--- src/shared/per_pkg.sv ---
// Purpose: Constants for the protection error response block.
// Assumes: Byte-wide response words written and queried by command.
// Notes:   Bit positions are shared by both response words.
package per_pkg;
    // Response word bit positions
    localparam int BIT_FIX_LIMIT   = 7;
    localparam int BIT_PROT_EN     = 6;
    localparam int BIT_ESR_EN      = 5;
    localparam int BIT_ESE_INIT    = 4;
    localparam int BIT_MSG_EN      = 3;
    localparam int BIT_PROT_OFF    = 2;
    localparam int BIT_MEAS_MSG    = 1;
    localparam int BIT_MEAS_OFF    = 0;
    // Reset and power-up values
    localparam logic [7:0] RESP_RESET     = 8'h00;
    localparam logic [7:0] LIMIT_RESET    = 8'h00;
    localparam logic [7:0] ESE_INIT_PROT  = 8'h48;
    localparam logic [7:0] ESE_INIT_PLAIN = 8'h08;
    // Error message numbers
    localparam logic [9:0] MSG_CURR_PROT  = 10'h12f;
    localparam logic [9:0] MSG_VOLT_PROT  = 10'h130;
    // Command select codes
    localparam logic [1:0] SEL_CURR_RESP  = 2'h0;
    localparam logic [1:0] SEL_VOLT_RESP  = 2'h1;
    localparam logic [1:0] SEL_ON_LIMIT   = 2'h2;
endpackage : per_pkg

--- src/design/per_top.sv ---
// Purpose: Holds the current and voltage fault response words and turns detected
//          faults into status flags, queued messages and output shutdown.
// Assumes: Fault inputs are one-cycle pulses on i_clk_sys from the power stage logic.
// Notes:   Words are volatile; reset restores zero until a saved copy is reloaded.

// Summary of operation
// - Two byte response words, current and voltage, any value, reset to zero.
// - Current bit 7 applies the fixed current limit while output is on.
// - Current bit 6 enables current protection fault detection.
// - Current bit 5 flags current protection faults in event status bit.
// - Current bit 4 loads event enable 72 or 8 on an init request.
// - Current bit 3 queues message 303 on current protection fault.
// - Current bit 2 forces output off on current protection fault.
// - Current bit 1 makes current mode measurement fault a device error.
// - Current bit 0 shuts output on current mode measurement fault.
// - Current word query returns the stored byte.
// - Voltage bit 7 applies the fixed voltage limit while output is on.
// - Voltage bit 6 enables voltage protection fault detection.
// - Voltage bit 3 queues message 304 on voltage protection fault, unless message 303 goes out in the same cycle.
// - Voltage bit 2 forces output off on voltage protection fault.
// - Voltage bit 1 makes voltage mode measurement fault a device error.
// - Voltage bit 0 lets that device error also switch output off.
// - Voltage word query returns the stored byte.
// - On-state current limit value defaults zero, applied only with bit 7.
// - Writes take effect at once and hold until reset or reload.
module per_top (
    // Clock and reset
    input  wire logic       i_clk_sys,
    input  wire logic       i_rst,
    // Command port
    input  wire logic       i_wr,
    input  wire logic       i_rd,
    input  wire logic [1:0] i_sel,
    input  wire logic [7:0] i_wdata,
    input  wire logic       i_ese_init,
    output logic      [7:0] o_rdata,
    output logic            o_rvalid,
    // Power stage status
    input  wire logic       i_output_on,
    input  wire logic       i_curr_mode,
    input  wire logic       i_curr_prot_fault,
    input  wire logic       i_volt_prot_fault,
    input  wire logic       i_curr_meas_fault,
    input  wire logic       i_volt_meas_fault,
    // Limit and shutdown controls
    output logic            o_curr_limit_fixed,
    output logic            o_volt_limit_fixed,
    output logic      [7:0] o_curr_limit_value,
    output logic            o_force_off,
    // Status and message reporting
    output logic            o_esr_curr_prot,
    output logic      [7:0] o_ese_load,
    output logic            o_ese_load_stb,
    output logic            o_msg_valid,
    output logic      [9:0] o_msg_code,
    output logic            o_dev_err
);

    logic [7:0] curr_resp_r;
    logic [7:0] volt_resp_r;
    logic [7:0] on_limit_r;
    logic       curr_prot_det;
    logic       volt_prot_det;
    logic       curr_meas_det;
    logic       volt_meas_det;

    // Response words update on the cycle of the write
    always_ff @(posedge i_clk_sys or posedge i_rst) begin
        if (i_rst) begin
            curr_resp_r <= per_pkg::RESP_RESET;
            volt_resp_r <= per_pkg::RESP_RESET;
            on_limit_r  <= per_pkg::LIMIT_RESET;
        end else if (i_wr) begin
            case (i_sel)
                per_pkg::SEL_CURR_RESP: curr_resp_r <= i_wdata;
                per_pkg::SEL_VOLT_RESP: volt_resp_r <= i_wdata;
                per_pkg::SEL_ON_LIMIT:  on_limit_r  <= i_wdata;
                default: ;
            endcase
        end
    end

    // Query answer, one byte a cycle after the read
    always_ff @(posedge i_clk_sys or posedge i_rst) begin
        if (i_rst) begin
            o_rdata  <= 8'h00;
            o_rvalid <= 1'b0;
        end else begin
            o_rvalid <= i_rd;
            if (i_rd) begin
                case (i_sel)
                    per_pkg::SEL_CURR_RESP: o_rdata <= curr_resp_r;
                    per_pkg::SEL_VOLT_RESP: o_rdata <= volt_resp_r;
                    per_pkg::SEL_ON_LIMIT:  o_rdata <= on_limit_r;
                    default:                o_rdata <= 8'h00;
                endcase
            end
        end
    end

    // Protection detection gated by its own enable; measurement faults have no enable and count only in the matching mode
    assign curr_prot_det = i_curr_prot_fault & curr_resp_r[per_pkg::BIT_PROT_EN];
    assign volt_prot_det = i_volt_prot_fault & volt_resp_r[per_pkg::BIT_PROT_EN];
    assign curr_meas_det = i_curr_meas_fault & i_curr_mode;
    assign volt_meas_det = i_volt_meas_fault & ~i_curr_mode;

    // Limit selection is combinational so a word change shows at once
    assign o_curr_limit_fixed = i_output_on & curr_resp_r[per_pkg::BIT_FIX_LIMIT];
    assign o_volt_limit_fixed = i_output_on & volt_resp_r[per_pkg::BIT_FIX_LIMIT];

    // Limit value is zero unless the fixed level is selected
    always_ff @(posedge i_clk_sys or posedge i_rst) begin
        if (i_rst) begin
            o_curr_limit_value <= 8'h00;
        end else begin
            o_curr_limit_value <= curr_resp_r[per_pkg::BIT_FIX_LIMIT] ? on_limit_r
                                                                      : 8'h00;
        end
    end

    // Output off request is sticky until reset; software restores output via power stage
    always_ff @(posedge i_clk_sys or posedge i_rst) begin
        if (i_rst) begin
            o_force_off <= 1'b0;
        end else if ((curr_prot_det & curr_resp_r[per_pkg::BIT_PROT_OFF])
                   | (volt_prot_det & volt_resp_r[per_pkg::BIT_PROT_OFF])
                   | (curr_meas_det & curr_resp_r[per_pkg::BIT_MEAS_OFF])
                   | (volt_meas_det & volt_resp_r[per_pkg::BIT_MEAS_MSG]
                                    & volt_resp_r[per_pkg::BIT_MEAS_OFF])) begin
            o_force_off <= 1'b1;
        end
    end

    // Event status flag pulses, the status register outside holds it
    always_ff @(posedge i_clk_sys or posedge i_rst) begin
        if (i_rst) begin
            o_esr_curr_prot <= 1'b0;
        end else begin
            o_esr_curr_prot <= curr_prot_det & curr_resp_r[per_pkg::BIT_ESR_EN];
        end
    end

    // Event enable preset offered on each init request while current bit 4 is set
    always_ff @(posedge i_clk_sys or posedge i_rst) begin
        if (i_rst) begin
            o_ese_load     <= 8'h00;
            o_ese_load_stb <= 1'b0;
        end else begin
            o_ese_load_stb <= i_ese_init & curr_resp_r[per_pkg::BIT_ESE_INIT];
            if (i_ese_init) begin
                o_ese_load <= curr_resp_r[per_pkg::BIT_ESR_EN] ? per_pkg::ESE_INIT_PROT
                                                               : per_pkg::ESE_INIT_PLAIN;
            end
        end
    end

    // Messages; current fault wins when both arrive together, a rare coincidence
    always_ff @(posedge i_clk_sys or posedge i_rst) begin
        if (i_rst) begin
            o_msg_valid <= 1'b0;
            o_msg_code  <= 10'h000;
        end else begin
            o_msg_valid <= 1'b0;
            if (curr_prot_det & curr_resp_r[per_pkg::BIT_MSG_EN]) begin
                o_msg_valid <= 1'b1;
                o_msg_code  <= per_pkg::MSG_CURR_PROT;
            end else if (volt_prot_det & volt_resp_r[per_pkg::BIT_MSG_EN]) begin
                o_msg_valid <= 1'b1;
                o_msg_code  <= per_pkg::MSG_VOLT_PROT;
            end
        end
    end

    // Device error pulse for measurement faults
    always_ff @(posedge i_clk_sys or posedge i_rst) begin
        if (i_rst) begin
            o_dev_err <= 1'b0;
        end else begin
            o_dev_err <= (curr_meas_det & curr_resp_r[per_pkg::BIT_MEAS_MSG])
                       | (volt_meas_det & volt_resp_r[per_pkg::BIT_MEAS_MSG]);
        end
    end

    // Checks on storage and query. A write is checked one edge later, so a byte
    // dropped behind a same-cycle read would show here before any status logic.
    a_write_holds: assert property (@(posedge i_clk_sys) disable iff (i_rst)
        (i_wr && i_sel == per_pkg::SEL_CURR_RESP)
        |=> (curr_resp_r == $past(i_wdata)))
        else $error("current word not stored");

    a_volt_store: assert property (@(posedge i_clk_sys) disable iff (i_rst)
        (i_wr && i_sel == per_pkg::SEL_VOLT_RESP)
        |=> (volt_resp_r == $past(i_wdata)))
        else $error("voltage word not stored");

    a_query_curr: assert property (@(posedge i_clk_sys) disable iff (i_rst)
        (i_rd && !i_wr && i_sel == per_pkg::SEL_CURR_RESP)
        |=> (o_rvalid && o_rdata == curr_resp_r))
        else $error("current query wrong");

    a_query_volt: assert property (@(posedge i_clk_sys) disable iff (i_rst)
        (i_rd && !i_wr && i_sel == per_pkg::SEL_VOLT_RESP)
        |=> (o_rvalid && o_rdata == volt_resp_r))
        else $error("voltage query wrong");

    a_query_limit: assert property (@(posedge i_clk_sys) disable iff (i_rst)
        (i_rd && !i_wr && i_sel == per_pkg::SEL_ON_LIMIT)
        |=> (o_rvalid && o_rdata == on_limit_r))
        else $error("limit query wrong");

    a_query_none: assert property (@(posedge i_clk_sys) disable iff (i_rst)
        (i_rd && i_sel == 2'h3)
        |=> (o_rvalid && o_rdata == 8'h00))
        else $error("unused select answered");

    a_rvalid_once: assert property (@(posedge i_clk_sys) disable iff (i_rst)
        !i_rd
        |=> !o_rvalid)
        else $error("answer without a query");

    // Limit selection follows the words and the output state
    a_fix_limit: assert property (@(posedge i_clk_sys) disable iff (i_rst)
        o_curr_limit_fixed == (i_output_on && curr_resp_r[per_pkg::BIT_FIX_LIMIT]))
        else $error("current limit select wrong");

    a_volt_fix: assert property (@(posedge i_clk_sys) disable iff (i_rst)
        o_volt_limit_fixed == (i_output_on && volt_resp_r[per_pkg::BIT_FIX_LIMIT]))
        else $error("voltage limit select wrong");

    a_limit_on: assert property (@(posedge i_clk_sys) disable iff (i_rst)
        curr_resp_r[per_pkg::BIT_FIX_LIMIT]
        |=> (o_curr_limit_value == $past(on_limit_r)))
        else $error("limit value not applied");

    a_limit_off: assert property (@(posedge i_clk_sys) disable iff (i_rst)
        !curr_resp_r[per_pkg::BIT_FIX_LIMIT]
        |=> (o_curr_limit_value == 8'h00))
        else $error("limit value applied without bit 7");

    // Protection faults: each action hangs on its own enable bit
    a_prot_gate: assert property (@(posedge i_clk_sys) disable iff (i_rst)
        (!curr_resp_r[per_pkg::BIT_PROT_EN] && !volt_resp_r[per_pkg::BIT_PROT_EN])
        |=> (!o_msg_valid && !o_esr_curr_prot))
        else $error("detection not gated");

    a_esr_flag: assert property (@(posedge i_clk_sys) disable iff (i_rst)
        (i_curr_prot_fault && curr_resp_r[per_pkg::BIT_PROT_EN]
                           && curr_resp_r[per_pkg::BIT_ESR_EN])
        |=> o_esr_curr_prot)
        else $error("status flag missing");

    a_esr_quiet: assert property (@(posedge i_clk_sys) disable iff (i_rst)
        !(i_curr_prot_fault && curr_resp_r[per_pkg::BIT_PROT_EN]
                            && curr_resp_r[per_pkg::BIT_ESR_EN])
        |=> !o_esr_curr_prot)
        else $error("status flag without fault");

    a_msg_303: assert property (@(posedge i_clk_sys) disable iff (i_rst)
        (i_curr_prot_fault && curr_resp_r[per_pkg::BIT_PROT_EN]
                           && curr_resp_r[per_pkg::BIT_MSG_EN])
        |=> (o_msg_valid && o_msg_code == per_pkg::MSG_CURR_PROT))
        else $error("message 303 missing");

    a_msg_304: assert property (@(posedge i_clk_sys) disable iff (i_rst)
        (i_volt_prot_fault && volt_resp_r[per_pkg::BIT_PROT_EN]
                           && volt_resp_r[per_pkg::BIT_MSG_EN]
                           && !(i_curr_prot_fault && curr_resp_r[per_pkg::BIT_PROT_EN]
                                                  && curr_resp_r[per_pkg::BIT_MSG_EN]))
        |=> (o_msg_valid && o_msg_code == per_pkg::MSG_VOLT_PROT))
        else $error("message 304 missing");

    a_msg_quiet: assert property (@(posedge i_clk_sys) disable iff (i_rst)
        (!i_curr_prot_fault && !i_volt_prot_fault)
        |=> !o_msg_valid)
        else $error("message without fault");

    a_off_curr: assert property (@(posedge i_clk_sys) disable iff (i_rst)
        (i_curr_prot_fault && curr_resp_r[per_pkg::BIT_PROT_EN]
                           && curr_resp_r[per_pkg::BIT_PROT_OFF])
        |=> o_force_off)
        else $error("output not forced off");

    a_off_volt: assert property (@(posedge i_clk_sys) disable iff (i_rst)
        (i_volt_prot_fault && volt_resp_r[per_pkg::BIT_PROT_EN]
                           && volt_resp_r[per_pkg::BIT_PROT_OFF])
        |=> o_force_off)
        else $error("voltage fault left output on");

    a_off_sticky: assert property (@(posedge i_clk_sys) disable iff (i_rst)
        o_force_off
        |=> o_force_off)
        else $error("output off request dropped");

    a_off_cause: assert property (@(posedge i_clk_sys) disable iff (i_rst)
        (!o_force_off && !i_curr_prot_fault && !i_volt_prot_fault
                      && !i_curr_meas_fault && !i_volt_meas_fault)
        |=> !o_force_off)
        else $error("output off without fault");

    // Measurement faults count only in the matching regulation mode
    a_meas_curr: assert property (@(posedge i_clk_sys) disable iff (i_rst)
        (i_curr_meas_fault && i_curr_mode && curr_resp_r[per_pkg::BIT_MEAS_MSG])
        |=> o_dev_err)
        else $error("current device error missing");

    a_meas_mode: assert property (@(posedge i_clk_sys) disable iff (i_rst)
        (i_curr_meas_fault && !i_curr_mode && !i_volt_meas_fault)
        |=> !o_dev_err)
        else $error("current fault counted in voltage mode");

    a_meas_off: assert property (@(posedge i_clk_sys) disable iff (i_rst)
        (i_curr_meas_fault && i_curr_mode && curr_resp_r[per_pkg::BIT_MEAS_OFF])
        |=> o_force_off)
        else $error("current fault left output on");

    a_meas_volt: assert property (@(posedge i_clk_sys) disable iff (i_rst)
        (i_volt_meas_fault && !i_curr_mode && volt_resp_r[per_pkg::BIT_MEAS_MSG])
        |=> o_dev_err)
        else $error("voltage device error missing");

    a_volt_off: assert property (@(posedge i_clk_sys) disable iff (i_rst)
        (volt_meas_det && volt_resp_r[per_pkg::BIT_MEAS_MSG]
                       && volt_resp_r[per_pkg::BIT_MEAS_OFF])
        |=> (o_force_off && o_dev_err))
        else $error("voltage device error not off");

    a_volt_bit0: assert property (@(posedge i_clk_sys) disable iff (i_rst)
        (!o_force_off && !volt_resp_r[per_pkg::BIT_MEAS_MSG]
                      && !i_curr_prot_fault && !i_volt_prot_fault && !i_curr_meas_fault)
        |=> !o_force_off)
        else $error("voltage bit 0 acted alone");

    a_err_quiet: assert property (@(posedge i_clk_sys) disable iff (i_rst)
        (!i_curr_meas_fault && !i_volt_meas_fault)
        |=> !o_dev_err)
        else $error("device error without fault");

    // Event enable preset only on an init request with bit 4 set
    a_ese_value: assert property (@(posedge i_clk_sys) disable iff (i_rst)
        (i_ese_init && curr_resp_r[per_pkg::BIT_ESE_INIT])
        |=> (o_ese_load_stb && o_ese_load == ($past(curr_resp_r[per_pkg::BIT_ESR_EN])
                                               ? per_pkg::ESE_INIT_PROT
                                               : per_pkg::ESE_INIT_PLAIN)))
        else $error("event enable preset wrong");

    a_ese_quiet: assert property (@(posedge i_clk_sys) disable iff (i_rst)
        !(i_ese_init && curr_resp_r[per_pkg::BIT_ESE_INIT])
        |=> !o_ese_load_stb)
        else $error("event enable preset without request");

endmodule : per_top

--- config.mk ---
export PLATFORM = sky130hd
export DESIGN_NAME = per_top
export DESIGN_NICKNAME = d
export VERILOG_FILES = /design/src/shared/per_pkg.sv /design/src/design/per_top.sv
export SDC_FILE = /design/constraint.sdc
export NUM_CORES = 1
export LEC_CHECK = 0
export BUFFER_PORTS_ARGS = -buffer_cell sky130_fd_sc_hd__buf_2
export CAP_MARGIN = 5
export CORE_UTILIZATION = 45
export DETAILED_ROUTE_END_ITERATION = 6
export PLACE_DENSITY = 0.71
export SKIP_CTS_REPAIR_TIMING = 1
export SLEW_MARGIN = 15
export SYNTH_ARGS = -nofsm -noshare
export SYNTH_HDL_FRONTEND = slang
export SYNTH_SLANG_ARGS = --single-unit
--- constraint.sdc ---
create_clock -name i_clk_sys -period 2.6 [get_ports i_clk_sys]
set_clock_uncertainty 0.1 [all_clocks]
set_input_delay 0.39 -clock i_clk_sys [delete_from_list [all_inputs] [get_ports i_clk_sys]]
set_output_delay 0.39 -clock i_clk_sys [all_outputs]
set_load 0.01 [all_outputs]
==> impl_results.md <==
* Seq pwr share at 0.523
* Antenna violations before repair at 0
* # clock sinks at 51
* Largest cells by area after synthesis: dfrtp_1 (60%), mux2_2 (13%), buf_4 (4.9%)
* Via Count at between 1,000 and 1,500
* Max-cap violations at 0
* CP Max Fanout at 11
* Dpl hpwl at 2680 um
* CTS buffer count at 5
* Switching part of the total at 0.2769
* Global-route wire length before repair at about 6200 um
* Final Cycle Share at 0.6390
* Post-Route M1 WL at approximately 1800 um
* Post-Place Cell Area at approximately 0.0024 mm2
* First-pass iteration count of the detailed router at 6
* Root Driver: clkbuf_8
* Max clock buf depth at 2
* Diode count at 0
* Relative slew slack at 0.5806
* Worst vdd ir at 0.3579 mV
* Unrepaired setup endpoints after global routing: false
* Post-DR vias/cell at about 5.0
* Psw at about 0.54 mW
* Register area share after synthesis at 0.5979
* Die height at just over 70 um
* Total Routing Usage GR at 0.1650
* Vias in the first global route at approximately 1,300
* Post-synthesis xor/xnor area fraction at 0
* Gpl congestion at slightly below 0.8
* WL/cell at about 15 um
* Compound-Gate Fraction of Synth Area at 0.05275
* Clock Pin Slew Worst Setup and Hold Paths at 0.09 ns
* Critical Path AT at 1.17 ns
* CTS H-tree depth at 2
* Worst-Margin Slew at 0.6291 ns
* Main combinational cell family by area after synthesis: multiplexers
* CTS tree: built
* Setup_tns at 0 ns
* Internal Pwr Total at about 1.4 mW
* Effective utilization at floorplan at 0.4803
* Cell area after synthesis at around 0.0021 mm2
* Cells after Synth at between 150 and 200
* Avg Inst Size Synth at approximately 13 um2
* Fin. max-slew vios at 0
* Clock power share at 0.279
* Die W at roughly 70 um
* Largest net degree at the start of global routing at 52
* Combinational power share at 0.197
* Metal3 WL at approximately 140 um
* Routed wl met2 at 1931 um
* Core ar. at roughly 0.0044 mm2
* Leak pwr at between 1 and 1.5 nW
* PD cells at around 780 mW/mm2
* Layout cells sized above 1 at 0.4470
* Final-stage net count at 237
* DIE AREA at 0.005023 mm2
* Critical-path top delay cell: dfrtp_1
* Critical Path RT at about 2.1 ns
* Grt ovf at 0
* Remaining antenna violation count at 0
* Yosys top cell area share at 0.5979
* Worst Setup End Kind: output port
* DRT Wirelength at around 3900 um
* Worst path cell trace: and2_1 -> buf_2
* Yosys cell types at 26
* Drt first-iter violations at 63
* Clock Latency Late Sink at 0.30 ns
* Yosys warning count at 0
* Critical Path Max Stage Delay at around 0.57 ns
* Cell area after layout at approximately 0.0025 mm2
* Minimum clock period at about 1.7 ns
* Final setup fails at 0
* Worst path top cell family by delay: flip-flops
* Mux contribution to synthesized area at 0.1694
* WP buf/inv at 1
* Simple-gate portion of the synthesized area at 0.1125
* Synth area leader: dfrtp_1
* Fmax at approximately 600 MHz
* Hold Path Class: in -> async
* Fraction of the mapped netlist area in adder cells at 0
* Top sig layer: met4
* Number of port buffers at 53
* Startpoint types: register
* Final hold vios at 0
* I/O Pins at 63
* Flops & latches, synth at approximately 50
* CP Class: reg -> out
* Remaining DRCs at 0
* Status: finished, final reports clean
* Rows at 24
* Synth-to-layout area growth at 16.65%
==> stage by stage <==
stage	util	hold slack [ns]	cells	setup slack (ns)	power [mW]
floorplan	-	0.3214	173	0.8805	1.302
global placement	0.5349	0.3487	261	0.9563	1.416
detailed placement	0.5349	0.3523	261	0.9359	1.428
CTS	0.5602	0.1606	269	0.9129	1.973
global route	0.5602	0.1883	269	0.8664	2.052
finish	0.5602	0.1428	269	0.9385	1.954
==> cell families (layout without fill, tap and decap cells) <==
group / after synthesis / in the layout
AO/OA/AOI/OAI: 17 / 17
buffers and inverters: 21 / 65
flip-flops: 51 / 51
multiplexers: 33 / 33
other: 1 / 9
AND/OR/NAND/NOR: 42 / 42
==> cell usage in the layout (no fill, tap or decap), types with 2 or more instances in the layout <==
master / count
buf_2: 53
clkbuf_8: 5
buf_4: 2
nand2_1: 7
and2_1: 11
mux2i_1: 8
mux2_2: 25
nand3_1: 4
a21oi_1: 5
a31oi_1: 5
dfrtp_1: 51
a2bb2oi_1: 5
nor2_1: 8
and3_1: 2
or2_2: 5
conb_1: 9
==> cell usage after synthesis <==
cell type	n
dfrtp_1	51
mux2_2	25
buf_4	14
and2_1	11
mux2i_1	8
nor2_1	8
nand2_1	7
a21oi_1	5
a2bb2oi_1	5
a31oi_1	5
or2_2	5
nand3_1	4
and3_1	2
clkbuf_1	2
inv_1	2
a21boi_0	1
buf_1	1
buf_2	1
buf_6	1
conb_1	1
nand2_2	1
nand3b_2	1
nand4b_1	1
nor2b_1	1
nor3b_4	1
o21ai_0	1
==> area by class of cell <==
cell class                      count  area (um2)
Fill cell                         397        1954
Sequential cell                    51        1276
Multi-Input combinational cell    101       748.2
Timing Repair Buffer               55       280.3
Clock buffer                        5       68.82
Tap cell                           52       65.06
Clock inverter                      3       43.79
Inverter                            2       7.507
==> worst min-delay path, delay by kind of cell <==
family	cells	cell delay (ns)
buf+inv	3	0.64
==> registers in the layout, summed over array words and instances (netlist names), 2 cells and up <==
| register | cells |
|---|---|
| volt_resp_r | 8 |
| o_ese_load | 2 |
| o_curr_limit_value | 8 |
| curr_resp_r | 8 |
| o_msg_code | 3 |
| on_limit_r | 8 |
| o_rdata | 8 |
==> power by group through the flow <==
stage	Combinational, mW	Clock [mW]	Sequential [mW]
6_report	0.386	0.546	1.02
5_1_grt	0.425	0.585	1.04
4_1_cts	0.392	0.558	1.02
3_5_place_dp	0.391	0	1.04
3_3_place_gp	0.381	0	1.04
2_1_floorplan	0.254	0	1.05
==> metal layers <==
metal | vias up | GRT usage
met3 | 4 | 0.03419
met4 | 0 | 0.07111
met1 | 653 | 0.2177
met2 | 36 | 0.2660
met5 | - | 0
li1 | 649 | -
==> worst paths after layout <==
path / from / end / slack, ns / cells after the start
min in group i_clk_sys: i_ese_init / o_ese_load[3] / 0.21 / 2
worst max register to register: curr_resp_r[7] / o_rdata[7] / 1.30 / 3
worst max-delay path: curr_resp_r[7] / o_curr_limit_fixed / 0.94 / 2
worst min-delay path: i_rst / o_msg_code[3] / 0.14 / 3
worst min register to register: o_ese_load[3] / o_ese_load[3] / 0.38 / 1
max in group asynchronous: i_rst / volt_resp_r[7] / 1.84 / 3
Power figures use the tool's default switching activity.
